## src/cmb_pkg.sv

```systemverilog
// Constants shared by the channel mailbox and buffer control block.
package cmb_pkg;

   // ---------------------------------------------------------------
   // Address map
   // ---------------------------------------------------------------
   localparam logic [7:0] REG_BASE      = 8'h10;
   localparam int         CH_SHIFT      = 3;
   localparam logic [7:0] MBOX_BASE     = 8'h80;
   localparam logic [2:0] OFF_TAG_HI    = 3'h0;
   localparam logic [2:0] OFF_TAG_LO    = 3'h1;
   localparam logic [2:0] OFF_PTR       = 3'h2;
   localparam logic [2:0] OFF_LEN_FLAGS = 3'h3;
   localparam logic [2:0] OFF_MASK_HI   = 3'h6;
   localparam logic [2:0] OFF_MASK_LO   = 3'h7;

   // ---------------------------------------------------------------
   // Field positions of the length and flags byte
   // ---------------------------------------------------------------
   localparam int LEN_LSB   = 3;
   localparam int ERR_BIT   = 2;
   localparam int SENT_BIT  = 1;
   localparam int GOT_BIT   = 0;

   // ---------------------------------------------------------------
   // Identifier tag low byte fields
   // ---------------------------------------------------------------
   localparam int TAG_EXT_BIT = 3;

   // ---------------------------------------------------------------
   // Receive status byte fields
   // ---------------------------------------------------------------
   localparam int STAT_RAK_BIT = 7;
   localparam int STAT_RNW_BIT = 6;
   localparam int STAT_RTR_BIT = 5;

   // ---------------------------------------------------------------
   // Values
   // ---------------------------------------------------------------
   localparam logic [4:0] LINK_LEN   = 5'h00;
   localparam logic [4:0] MAX_LEN    = 5'h1F;
   localparam logic [5:0] CRC_BYTES  = 6'h02;
   localparam logic [7:0] READ_EMPTY = 8'h00;

endpackage : cmb_pkg

```

## src/cmb_channel_mailbox.sv

```systemverilog
// Channel registers, acceptance and circular mailbox RAM of a vehicle-bus link controller.
//
// How it works
// RULE1: Length/flags byte upper five bits hold buffer length for send or receive.
// RULE2: Software programs length as data bytes plus one; thirty data bytes maximum.
// RULE3: Length k from 1 to 31 means k minus one data bytes.
// RULE4: Length zero turns the pointer field into a link to another channel.
// RULE5: Device sets error bit 2 on failed send or bad frame; software clears.
// RULE6: Software writing one to error bit aborts the pending send of that channel.
// RULE7: Sent bit 1 and got bit 0 set by device only; software clears them. Here a host write to the byte can also set them.
// RULE8: Sent or got flag set only after a clean frame or exhausted retries.
// RULE9: Each mask bit one compares that identifier bit; zero makes it don't-care.
// RULE10: Mask bits 11..4 at offset 0x06, bits 3..0 upper nibble of 0x07.
// RULE11: A 128-byte mailbox RAM answers at addresses 0x80 through 0xFF.
// RULE12: Each buffer is one status byte followed by data bytes in frame order.
// RULE13: Mailbox RAM is never cleared by reset.
// RULE14: Received ack-request, direction, remote bits go to status bits 7, 6, 5.
// RULE15: Status bits 4..0 hold received data count plus one.
// RULE16: Status byte of a send buffer is not maintained.
// RULE17: Status byte is valid after a successful reception event.
// RULE18: Incoming data ends at the reserved length or at end-of-data detection.
// RULE19: With two or more spare bytes, the check bytes are stored after data.
// RULE20: Mailbox addressing wraps from 0xFF back to 0x80.
// RULE21: First data byte sits at pointer plus one, the rest follow contiguously.
// RULE22: Seven-bit pointer is an offset from mailbox base 0x80.
// RULE23: Linked channel uses target pointer, length, got flag; own channel_accept_mask_high, error, sent.
// RULE24: Acceptance compares masked identifier and extension bit only.
// RULE25: Accepted reception overwrites the identifier tag with the received identifier.
// RULE26: Storing stops once the reserved length is filled.
// RULE27: A device-set flag wins over a software write in the same cycle.
`timescale 1ns/10ps

module cmb_channel_mailbox #(
   parameter int CHANNELS = 14
) (
   // Clock and reset
   input  wire logic        mclk,
   input  wire logic        rst_b,
   // Host register access
   input  wire logic [7:0]  host_addr,
   input  wire logic [7:0]  host_wdata,
   input  wire logic        host_wr,
   input  wire logic        host_rd,
   output logic      [7:0]  host_rdata,
   output logic             host_wait,
   // Frame reception from the bus side
   input  wire logic        rx_start,
   input  wire logic [11:0] rx_id,
   input  wire logic        rx_ext,
   input  wire logic        rx_rak,
   input  wire logic        rx_rnw,
   input  wire logic        rx_rtr,
   input  wire logic        rx_byte_valid,
   input  wire logic [7:0]  rx_byte,
   input  wire logic        end_of_data_field,
   input  wire logic        rx_ok_with_ack_event,
   input  wire logic        rx_ok_without_ack_event,
   input  wire logic        rx_error_event,
   output logic             rx_hit,
   output logic      [3:0]  rx_hit_channel,
   output logic             rx_busy,
   // Frame transmission to the bus side
   input  wire logic        tx_start,
   input  wire logic [3:0]  tx_channel,
   input  wire logic        tx_byte_req,
   input  wire logic        tx_done_ok,
   input  wire logic        tx_fail,
   input  wire logic        tx_retry_exhausted,
   output logic      [4:0]  tx_data_len,
   output logic      [7:0]  tx_byte,
   output logic             tx_byte_valid,
   output logic             tx_last,
   output logic [CHANNELS-1:0] tx_enabled
);

   // ---------------------------------------------------------------
   // Storage
   // ---------------------------------------------------------------
   // Channel registers and the mailbox hold no reset: their contents are
   // random after power-up and software must program them.
   logic [7:0]  tag_hi    [CHANNELS];
   logic [7:0]  tag_lo    [CHANNELS];
   logic [7:0]  ptr_reg   [CHANNELS];
   logic [7:0]  len_flags [CHANNELS];
   logic [7:0]  mask_hi   [CHANNELS];
   logic [3:0]  mask_lo   [CHANNELS];
   logic [7:0]  mailbox   [128];                                 // RULE11

   typedef enum {CMB_RX_IDLE, CMB_RX_DATA} cmb_rx_state_e;

   cmb_rx_state_e rx_state_q;
   logic [3:0]    rx_own_q;
   logic [3:0]    rx_eff_q;
   logic [6:0]    rx_ptr_q;
   logic [4:0]    rx_len_q;
   logic [5:0]    rx_cnt_q;
   logic [5:0]    rx_stored_q;
   logic          rx_eod_q;
   logic [2:0]    rx_cmd_q;
   logic [3:0]    tx_own_q;
   logic [6:0]    tx_ptr_q;
   logic [4:0]    tx_len_q;
   logic [4:0]    tx_idx_q;

   // ---------------------------------------------------------------
   // Helpers
   // ---------------------------------------------------------------
   function automatic logic [4:0] len_of(input logic [7:0] lf);
      len_of = lf[7:cmb_pkg::LEN_LSB];
   endfunction : len_of

   // One level of link only: a zero length redirects to the channel named
   // in the pointer low bits.
   function automatic logic [3:0] eff_chan(input logic [3:0] ch);
      logic [3:0] tgt;
      tgt = ptr_reg[ch][3:0];
      if (len_of(len_flags[ch]) == cmb_pkg::LINK_LEN && 32'(tgt) < CHANNELS) begin  // RULE4
         eff_chan = tgt;
      end else begin
         eff_chan = ch;
      end
   endfunction : eff_chan

   // Byte address inside the mailbox; the 7-bit sum wraps on its own.
   function automatic logic [6:0] mbox_idx(input logic [6:0] ptr, input logic [4:0] off);
      mbox_idx = 7'(ptr + 7'(off));                                // RULE20 RULE22
   endfunction : mbox_idx

   // ---------------------------------------------------------------
   // Host address decode
   // ---------------------------------------------------------------
   localparam int CHW = 4;

   logic           host_mbox;
   logic           host_chreg;
   logic [7:0]     host_rel;
   logic [CHW-1:0] host_ch;
   logic [2:0]     host_off;

   always_comb begin
      host_rel   = 8'(host_addr - cmb_pkg::REG_BASE);
      host_ch    = host_rel[CHW+cmb_pkg::CH_SHIFT-1:cmb_pkg::CH_SHIFT];
      host_off   = host_rel[2:0];
      host_mbox  = host_addr[7];                                   // RULE11
      host_chreg = !host_addr[7] && host_addr >= cmb_pkg::REG_BASE && 32'(host_ch) < CHANNELS;
   end

   // ---------------------------------------------------------------
   // Acceptance
   // ---------------------------------------------------------------
   logic           acc_hit;
   logic [CHW-1:0] acc_ch;

   always_comb begin
      logic [11:0] tag;
      logic [11:0] msk;
      tag     = 12'h000;
      msk     = 12'h000;
      acc_hit = 1'b0;
      acc_ch  = 4'h0;
      // Scan from the top so the lowest matching channel wins.
      for (int c = CHANNELS - 1; c >= 0; c--) begin
         tag = {tag_hi[c], tag_lo[c][7:4]};
         msk = {mask_hi[c], mask_lo[c]};                           // RULE10
         if ((((tag ^ rx_id) & msk) == 12'h000) &&                 // RULE9 RULE24
             (tag_lo[c][cmb_pkg::TAG_EXT_BIT] == rx_ext) &&       // RULE24
             !len_flags[eff_chan(4'(c))][cmb_pkg::GOT_BIT]) begin // RULE23
            acc_hit = 1'b1;
            acc_ch  = 4'(c);
         end
      end
   end

   // ---------------------------------------------------------------
   // Device event decode
   // ---------------------------------------------------------------
   logic rx_ok;
   logic rx_room;
   logic dev_we;
   logic [6:0] dev_waddr;
   logic [7:0] dev_wdata;
   logic [5:0] rx_ndata;

   always_comb begin
      rx_ok   = rx_state_q == CMB_RX_DATA && (rx_ok_with_ack_event || rx_ok_without_ack_event);
      rx_room = 6'(rx_stored_q) + 6'h01 < 6'(rx_len_q);          // RULE26
      // Check bytes stored as data are taken back off the count.
      rx_ndata = (rx_cnt_q >= cmb_pkg::CRC_BYTES) ? 6'(rx_cnt_q - cmb_pkg::CRC_BYTES) : 6'h00;  // RULE19
      dev_we    = 1'b0;
      dev_waddr = 7'h00;
      dev_wdata = 8'h00;
      if (rx_ok) begin                                             // RULE17
         dev_we    = 1'b1;
         dev_waddr = rx_ptr_q;                                     // RULE12
         dev_wdata = {rx_cmd_q,                                    // RULE14
                      (rx_ndata >= 6'(cmb_pkg::MAX_LEN)) ? cmb_pkg::MAX_LEN : 5'(rx_ndata + 6'h01)};  // RULE15
      end else if (rx_state_q == CMB_RX_DATA && rx_byte_valid && rx_room && !rx_eod_q) begin  // RULE18
         dev_we    = 1'b1;
         dev_waddr = mbox_idx(rx_ptr_q, 5'(rx_stored_q + 6'h01)); // RULE21
         dev_wdata = rx_byte;
      end
   end

   // Mailbox has one write port; the frame side cannot wait, so the host is held off.
   assign host_wait = dev_we && host_mbox && host_wr;

   // ---------------------------------------------------------------
   // Mailbox RAM
   // ---------------------------------------------------------------
   always_ff @(posedge mclk) begin                                 // RULE13
      if (dev_we) begin
         mailbox[dev_waddr] <= dev_wdata;
      end else if (host_wr && host_mbox) begin
         mailbox[host_addr[6:0]] <= host_wdata;
      end
   end

   // ---------------------------------------------------------------
   // Channel registers written by host and device
   // ---------------------------------------------------------------
   always_ff @(posedge mclk) begin
      for (int c = 0; c < CHANNELS; c++) begin
         if (host_wr && host_chreg && 32'(host_ch) == c) begin
            case (host_off)
               cmb_pkg::OFF_TAG_HI:  tag_hi[c]  <= host_wdata;
               cmb_pkg::OFF_TAG_LO:  tag_lo[c]  <= host_wdata;
               cmb_pkg::OFF_PTR:     ptr_reg[c] <= host_wdata;
               cmb_pkg::OFF_MASK_HI: mask_hi[c] <= host_wdata;    // RULE10
               cmb_pkg::OFF_MASK_LO: mask_lo[c] <= host_wdata[7:4];
               default: ;
            endcase
         end
         if (rx_start && rx_state_q == CMB_RX_IDLE && acc_hit && 32'(acc_ch) == c) begin
            tag_hi[c]      <= rx_id[11:4];                         // RULE25
            tag_lo[c][7:4] <= rx_id[3:0];
         end
      end
   end

   always_ff @(posedge mclk) begin
      for (int c = 0; c < CHANNELS; c++) begin
         logic [7:0] nxt;
         nxt = len_flags[c];
         if (host_wr && host_chreg && 32'(host_ch) == c && host_off == cmb_pkg::OFF_LEN_FLAGS) begin
            nxt = host_wdata;                                      // RULE1 RULE6 RULE7
         end
         // Device sets are applied after the host write so they win.
         if (rx_ok && 32'(rx_eff_q) == c) begin
            nxt[cmb_pkg::GOT_BIT] = 1'b1;                          // RULE8 RULE23 RULE27
         end
         if (rx_state_q == CMB_RX_DATA && rx_error_event && 32'(rx_own_q) == c) begin
            nxt[cmb_pkg::ERR_BIT] = 1'b1;                          // RULE5 RULE27
         end
         if ((tx_done_ok || tx_retry_exhausted) && 32'(tx_own_q) == c) begin
            nxt[cmb_pkg::SENT_BIT] = 1'b1;                         // RULE8 RULE23
         end
         if ((tx_fail || tx_retry_exhausted) && 32'(tx_own_q) == c) begin
            nxt[cmb_pkg::ERR_BIT] = 1'b1;                          // RULE5
         end
         len_flags[c] <= nxt;
      end
   end

   // ---------------------------------------------------------------
   // Reception sequencing
   // ---------------------------------------------------------------
   always_ff @(posedge mclk or negedge rst_b) begin
      if (!rst_b) begin
         rx_state_q  <= CMB_RX_IDLE;
         rx_own_q    <= 4'h0;
         rx_eff_q    <= 4'h0;
         rx_ptr_q    <= 7'h00;
         rx_len_q    <= 5'h00;
         rx_cnt_q    <= 6'h00;
         rx_stored_q <= 6'h00;
         rx_eod_q    <= 1'b0;
         rx_cmd_q    <= 3'h0;
      end else begin
         case (rx_state_q)
            CMB_RX_IDLE: begin
               if (rx_start && acc_hit) begin
                  rx_state_q  <= CMB_RX_DATA;
                  rx_own_q    <= acc_ch;
                  rx_eff_q    <= eff_chan(acc_ch);                 // RULE23
                  rx_ptr_q    <= ptr_reg[eff_chan(acc_ch)][6:0];   // RULE22
                  rx_len_q    <= len_of(len_flags[eff_chan(acc_ch)]);
                  rx_cnt_q    <= 6'h00;
                  rx_stored_q <= 6'h00;
                  rx_eod_q    <= 1'b0;
                  rx_cmd_q    <= {rx_rak, rx_rnw, rx_rtr};         // RULE14
               end
            end
            CMB_RX_DATA: begin
               if (rx_ok || rx_error_event) begin
                  rx_state_q <= CMB_RX_IDLE;
               end else begin
                  if (end_of_data_field) begin
                     rx_eod_q <= 1'b1;                             // RULE18
                  end
                  if (rx_byte_valid && !rx_eod_q) begin
                     if (rx_cnt_q != 6'h3F) begin
                        rx_cnt_q <= 6'(rx_cnt_q + 6'h01);
                     end
                     if (rx_room) begin
                        rx_stored_q <= 6'(rx_stored_q + 6'h01);    // RULE26
                     end
                  end
               end
            end
            default: rx_state_q <= CMB_RX_IDLE;
         endcase
      end
   end

   always_ff @(posedge mclk or negedge rst_b) begin
      if (!rst_b) begin
         rx_hit         <= 1'b0;
         rx_hit_channel <= 4'h0;
      end else begin
         rx_hit <= rx_start && rx_state_q == CMB_RX_IDLE && acc_hit;
         if (rx_start && rx_state_q == CMB_RX_IDLE && acc_hit) begin
            rx_hit_channel <= acc_ch;
         end
      end
   end

   assign rx_busy = rx_state_q == CMB_RX_DATA;

   // ---------------------------------------------------------------
   // Transmission data path
   // ---------------------------------------------------------------
   always_ff @(posedge mclk or negedge rst_b) begin
      if (!rst_b) begin
         tx_own_q      <= 4'h0;
         tx_ptr_q      <= 7'h00;
         tx_len_q      <= 5'h00;
         tx_idx_q      <= 5'h00;
         tx_data_len   <= 5'h00;
         tx_byte       <= 8'h00;
         tx_byte_valid <= 1'b0;
         tx_last       <= 1'b0;
      end else begin
         tx_byte_valid <= 1'b0;
         if (tx_start) begin
            tx_own_q    <= tx_channel;
            tx_ptr_q    <= ptr_reg[eff_chan(tx_channel)][6:0];     // RULE22 RULE23
            tx_len_q    <= len_of(len_flags[eff_chan(tx_channel)]);
            tx_data_len <= (len_of(len_flags[eff_chan(tx_channel)]) == 5'h00) ? 5'h00 :
                           5'(len_of(len_flags[eff_chan(tx_channel)]) - 5'h01);  // RULE3
            tx_idx_q    <= 5'h00;
         end else if (tx_byte_req && 6'(tx_idx_q) + 6'h01 < 6'(tx_len_q)) begin
            // The status byte at the pointer is skipped; it means nothing here.
            tx_byte       <= mailbox[mbox_idx(tx_ptr_q, 5'(tx_idx_q + 5'h01))];  // RULE16 RULE21
            tx_byte_valid <= 1'b1;
            tx_last       <= 6'(tx_idx_q) + 6'h02 == 6'(tx_len_q);
            tx_idx_q      <= 5'(tx_idx_q + 5'h01);
         end
      end
   end

   // A channel stays armed while unsent and not aborted by the error bit.
   always_ff @(posedge mclk or negedge rst_b) begin
      if (!rst_b) begin
         tx_enabled <= '0;
      end else begin
         for (int c = 0; c < CHANNELS; c++) begin
            tx_enabled[c] <= !len_flags[c][cmb_pkg::SENT_BIT] && !len_flags[c][cmb_pkg::ERR_BIT];  // RULE6
         end
      end
   end

   // ---------------------------------------------------------------
   // Host read
   // ---------------------------------------------------------------
   always_ff @(posedge mclk or negedge rst_b) begin
      if (!rst_b) begin
         host_rdata <= 8'h00;
      end else if (host_rd) begin
         if (host_mbox) begin
            host_rdata <= mailbox[host_addr[6:0]];
         end else if (host_chreg) begin
            case (host_off)
               cmb_pkg::OFF_TAG_HI:    host_rdata <= tag_hi[host_ch];
               cmb_pkg::OFF_TAG_LO:    host_rdata <= tag_lo[host_ch];
               cmb_pkg::OFF_PTR:       host_rdata <= ptr_reg[host_ch];
               cmb_pkg::OFF_LEN_FLAGS: host_rdata <= len_flags[host_ch];
               cmb_pkg::OFF_MASK_HI:   host_rdata <= mask_hi[host_ch];
               cmb_pkg::OFF_MASK_LO:   host_rdata <= {mask_lo[host_ch], 4'h0};
               default:                host_rdata <= cmb_pkg::READ_EMPTY;
            endcase
         end else begin
            host_rdata <= cmb_pkg::READ_EMPTY;
         end
      end
   end

endmodule : cmb_channel_mailbox

```

## config.mk

```make
export PLATFORM = sky130hd
export DESIGN_NAME = cmb_channel_mailbox
export DESIGN_NICKNAME = d
export VERILOG_FILES = /design/src/cmb_pkg.sv /design/src/cmb_channel_mailbox.sv
export SDC_FILE = /design/constraint.sdc
export NUM_CORES = 2
export LEC_CHECK = 0
export BUFFER_PORTS_ARGS = -buffer_cell sky130_fd_sc_hd__buf_2
export CAP_MARGIN = 20
export CORE_ASPECT_RATIO = 1.25
export CORE_UTILIZATION = 50
export CTS_BUF_LIST = sky130_fd_sc_hd__clkbuf_8
export DETAILED_ROUTE_END_ITERATION = 10
export GPL_TIMING_DRIVEN = 0
export PLACE_DENSITY = 0.76
export SYNTH_ARGS = -nofsm -noshare
export SYNTH_HDL_FRONTEND = slang
export SYNTH_SLANG_ARGS = --single-unit
export TNS_END_PERCENT = 30
```

## constraint.sdc

```tcl
create_clock -name mclk -period 6.5 [get_ports mclk]
set_input_delay 0.325 -clock mclk [delete_from_list [all_inputs] [get_ports mclk]]
set_output_delay 0.325 -clock mclk [all_outputs]
set_load 0.05 [all_outputs]
```

==> impl_metrics.json <==
{
  "status": "finished, violations left",
  "failed_checks": "setup timing",
  "htreeDepth": 5,
  "dpl-instance-area_sq_um": 96100,
  "vias": 66950,
  "cp_slowest_stage_delay_ns": 0.98,
  "timing.slew.headroom_pct": 5.45,
  "seq_area_frac_synth_pct": 57.1,
  "largest_register": "mailbox",
  "cts_tree": "done",
  "p_leak_uw": 0.0343,
  "synth.top_cells.by_area": "edfxtp_1, mux4_2, dfrtp_1",
  "synth_ff_type": "edfxtp_1",
  "use_met1_pct": 53.3,
  "antenna_found_initial": 61,
  "initial_core_util_pct": 50.4,
  "drt_iter0_drc": 11156,
  "path_clk_slew_ns": 0.06,
  "clock_sinks": 1740,
  "drt-wirelength-per-cell_um": 48.2,
  "slowest_stage": "nor2b_2",
  "ant_nets": 0,
  "cts-root-buf": "clkbuf_8",
  "critical-path-top-delay-family": "buffers and inverters",
  "finalClockSkew_ns": 0.124,
  "min_from": "rx_rtr",
  "viasPerCell": 7.58,
  "arrival_ns": 7.41,
  "netlist_area_sq_um": 89900,
  "cts_buffers": 298,
  "place_ws_ns": -1.87,
  "synth.top_cell.area_share_pct": 53.4,
  "final_area_sq_um": 103000,
  "crit_start": "host_addr[4]",
  "clk_latency_ns": 1.11,
  "r2r_start": "ptr_reg[12][0]",
  "period_minus_slack_ns": 6.73,
  "grt_pass1_wl_um": 563000,
  "cts.path.max_buffers": 4,
  "path_cells": "buf_2 > clkbuf_1 > buf_1 > clkbuf_1 > buf_8 > clkbuf_2 > clkbuf_1 > nand3_1 > a31oi_1 > nor2b_2 > nand2_1 > nor2_1",
  "maxCapViolCount": 0,
  "whs_ns": 0.0340,
  "largest_reg_flops": 1024,
  "path_class": "input pin to flop",
  "overflow": 0,
  "num_io_pins": 103,
  "drt_wl_total_um": 426000,
  "min_path_type": "input pin to flop",
  "yosys_register_bits": 1740,
  "grt_use_met3_pct": 16.3,
  "cp-end-kind": "flop",
  "route.detailed.drc": 0,
  "hpwl_um": 318000,
  "area_delta_synth_final_pct": 14.6,
  "ir_drop_v": 0.000337,
  "core_sq_um": 178000,
  "worst_slack_ns": -0.225,
  "p_total_uw": 33400,
  "grt_max_degree": 78,
  "dieArea_sq_um": 181000,
  "use_met2_pct": 69.4,
  "synth_edf_count": 1598,
  "synth.most_common_cell": "edfxtp_1",
  "grt.total_usage_pct": 46.7,
  "critPathMaxFanout": 10,
  "synth_top_area_cell": "edfxtp_1",
  "async_flop_share_pct": 5.75,
  "synth_cells": 5624,
  "synth_common_cells": "edfxtp_1, mux4_2, nor2_1",
  "p_per_area_nw_per_um2": 324,
  "fp-row-count": 173,
  "grt.busiest_layer": "met2",
  "grt_pass1_vias": 63766,
  "period_share_pct": 103,
  "max_clock_freq_ghz": 0.149,
  "hold_viol_final": 0,
  "crit_top_cell": "clkbuf_1",
  "die_w_um": 381,
  "worstSetupStartpointType": "input pin",
  "syn-num-nets": 5715,
  "drv_slew": 0,
  "nets": 6325,
  "cp.required_ns": 7.18,
  "rsz0062_at_grt": "yes",
  "crit_buf_inv": 7,
  "drt-pass1-iter-count": 9,
  "tightest_slew_ns": 1.42,
  "routabilityCongestion": 1.08,
  "synth.distinct_cells": 107,
  "fill_cells": 13644,
  "port-buffer-count": 80,
  "layout-drive-gt1-share_pct": 31.5,
  "ys_warn_count": 0,
  "syn_avg_cell_area_sq_um": 16.0,
  "post-route-util_pct": 57.8,
  "die_y_um": 476,
  "setup_violations": 305
}
## layout by cell type, fill, tap and decap left out, types with 26 or more instances in the layout
cell           instances
xor2_1               191
dlygate4sd3_1         34
nand3_1               94
buf_8                 78
inv_1                176
nor3_1                34
mux2i_1              141
a22oi_1               75
nor2_1               315
buf_4                 65
buf_1                 54
ha_1                  30
o21ai_0              196
clkinv_1              61
diode_2               33
buf_16                34
clkbuf_8             312
dfxtp_1               42
nand2_1              310
buf_2                135
clkbuf_2              66
clkinv_2              31
a21oi_1              139
mux2_2               218
dfrtp_1              100
nand4_1               31
a31oi_1               26
nor2b_1               48
o211ai_1              28
mux4_2               880
clkbuf_1             257
edfxtp_1            1598
a211oi_1              37
nor2_2                26
## where the power goes
part,internal (uW),switching (uW)
sequential,12800,367
clock,4990,4710
combinational,3990,6530
total,21800,11600
## worst reg2reg max path, stage by stage (launching register included)
cell             delay, ns
edfxtp_1              0.71
clkinvlp_4            0.50
o311ai_0              0.54
a2111oi_1             0.15
nor4b_2               0.40
a211oi_1              0.20
o21ai_2               0.33
and4b_1               0.46
or3_1                 0.20
clkbuf_2              0.33
clkdlybuf4s15_2       0.65
nor2_1                0.27
nand2_1               0.33
clkbuf_1              0.61
o21ai_1               0.45
buf_4                 0.30
## path summary, 6_finish.rpt
check | end | slack (ns) | cells after the start
min in group asynchronous | rx_state_q[0] | 0.34 | 4
setup / recovery | mailbox[119][4] | -0.23 | 12
max in group asynchronous | host_rdata[6] | 5.24 | 5
setup reg to reg | tag_hi[1][1] | -0.13 | 15
hold reg to reg | tx_enabled[3] | 0.44 | 1
hold / removal | rx_cmd_q[0] | 0.03 | 3
## metrics by stage
stage	cells	setup TNS (ns)
4_1_cts	8774	0
5_1_grt	8806	-0.0268
3_3_place_gp	8066	-5167.37
6_report	8837	-26.70
3_5_place_dp	8218	-676.95
2_1_floorplan	5624	-11.41
## metal layers
metal	vias to the layer above	wire (um)
li1	24339	-
met1	33696	133000
met2	6947	184000
met3	1936	58500
met4	32	50100
met5	-	254
## cells by family after synthesis
| kind of cell | synth area share [%] |
|---|---|
| buffers and inverters | 2.44 |
| AOI/OAI and AO/OA | 6.20 |
| muxes | 26.4 |
| xor gates and xnor gates | 2.09 |
| and+or+nand+nor | 5.28 |
| DFF | 57.1 |
| adders and majority gates | 0.462 |
## repair_timing
item / in CTS / in global routing
buffers inserted: 17 / 9
hold buffers: 33 / 1
pin swaps: 11 / 8
cloned: 0 / 0
resized for setup: 89 / 68
endpoints found under the hold margin: 465 / 23
setup endpoints to repair: 319 / 81
## cell type report
type                            instances  area [sq um]  area share, %
Timing Repair Buffer                  316          3860           3.75
Buffer                                456          1960           1.91
Clock buffer                          312          4290           4.17
Antenna cell                           33          82.6         0.0802
Clock inverter                        196          1190           1.15
Tap cell                             2362          2960           2.87
Inverter                               98           372          0.361
Sequential cell                      1740         51300           49.8
Multi-Input combinational cell       3324         37000           35.9
Note: power is estimated with default switching activity, not from simulation.
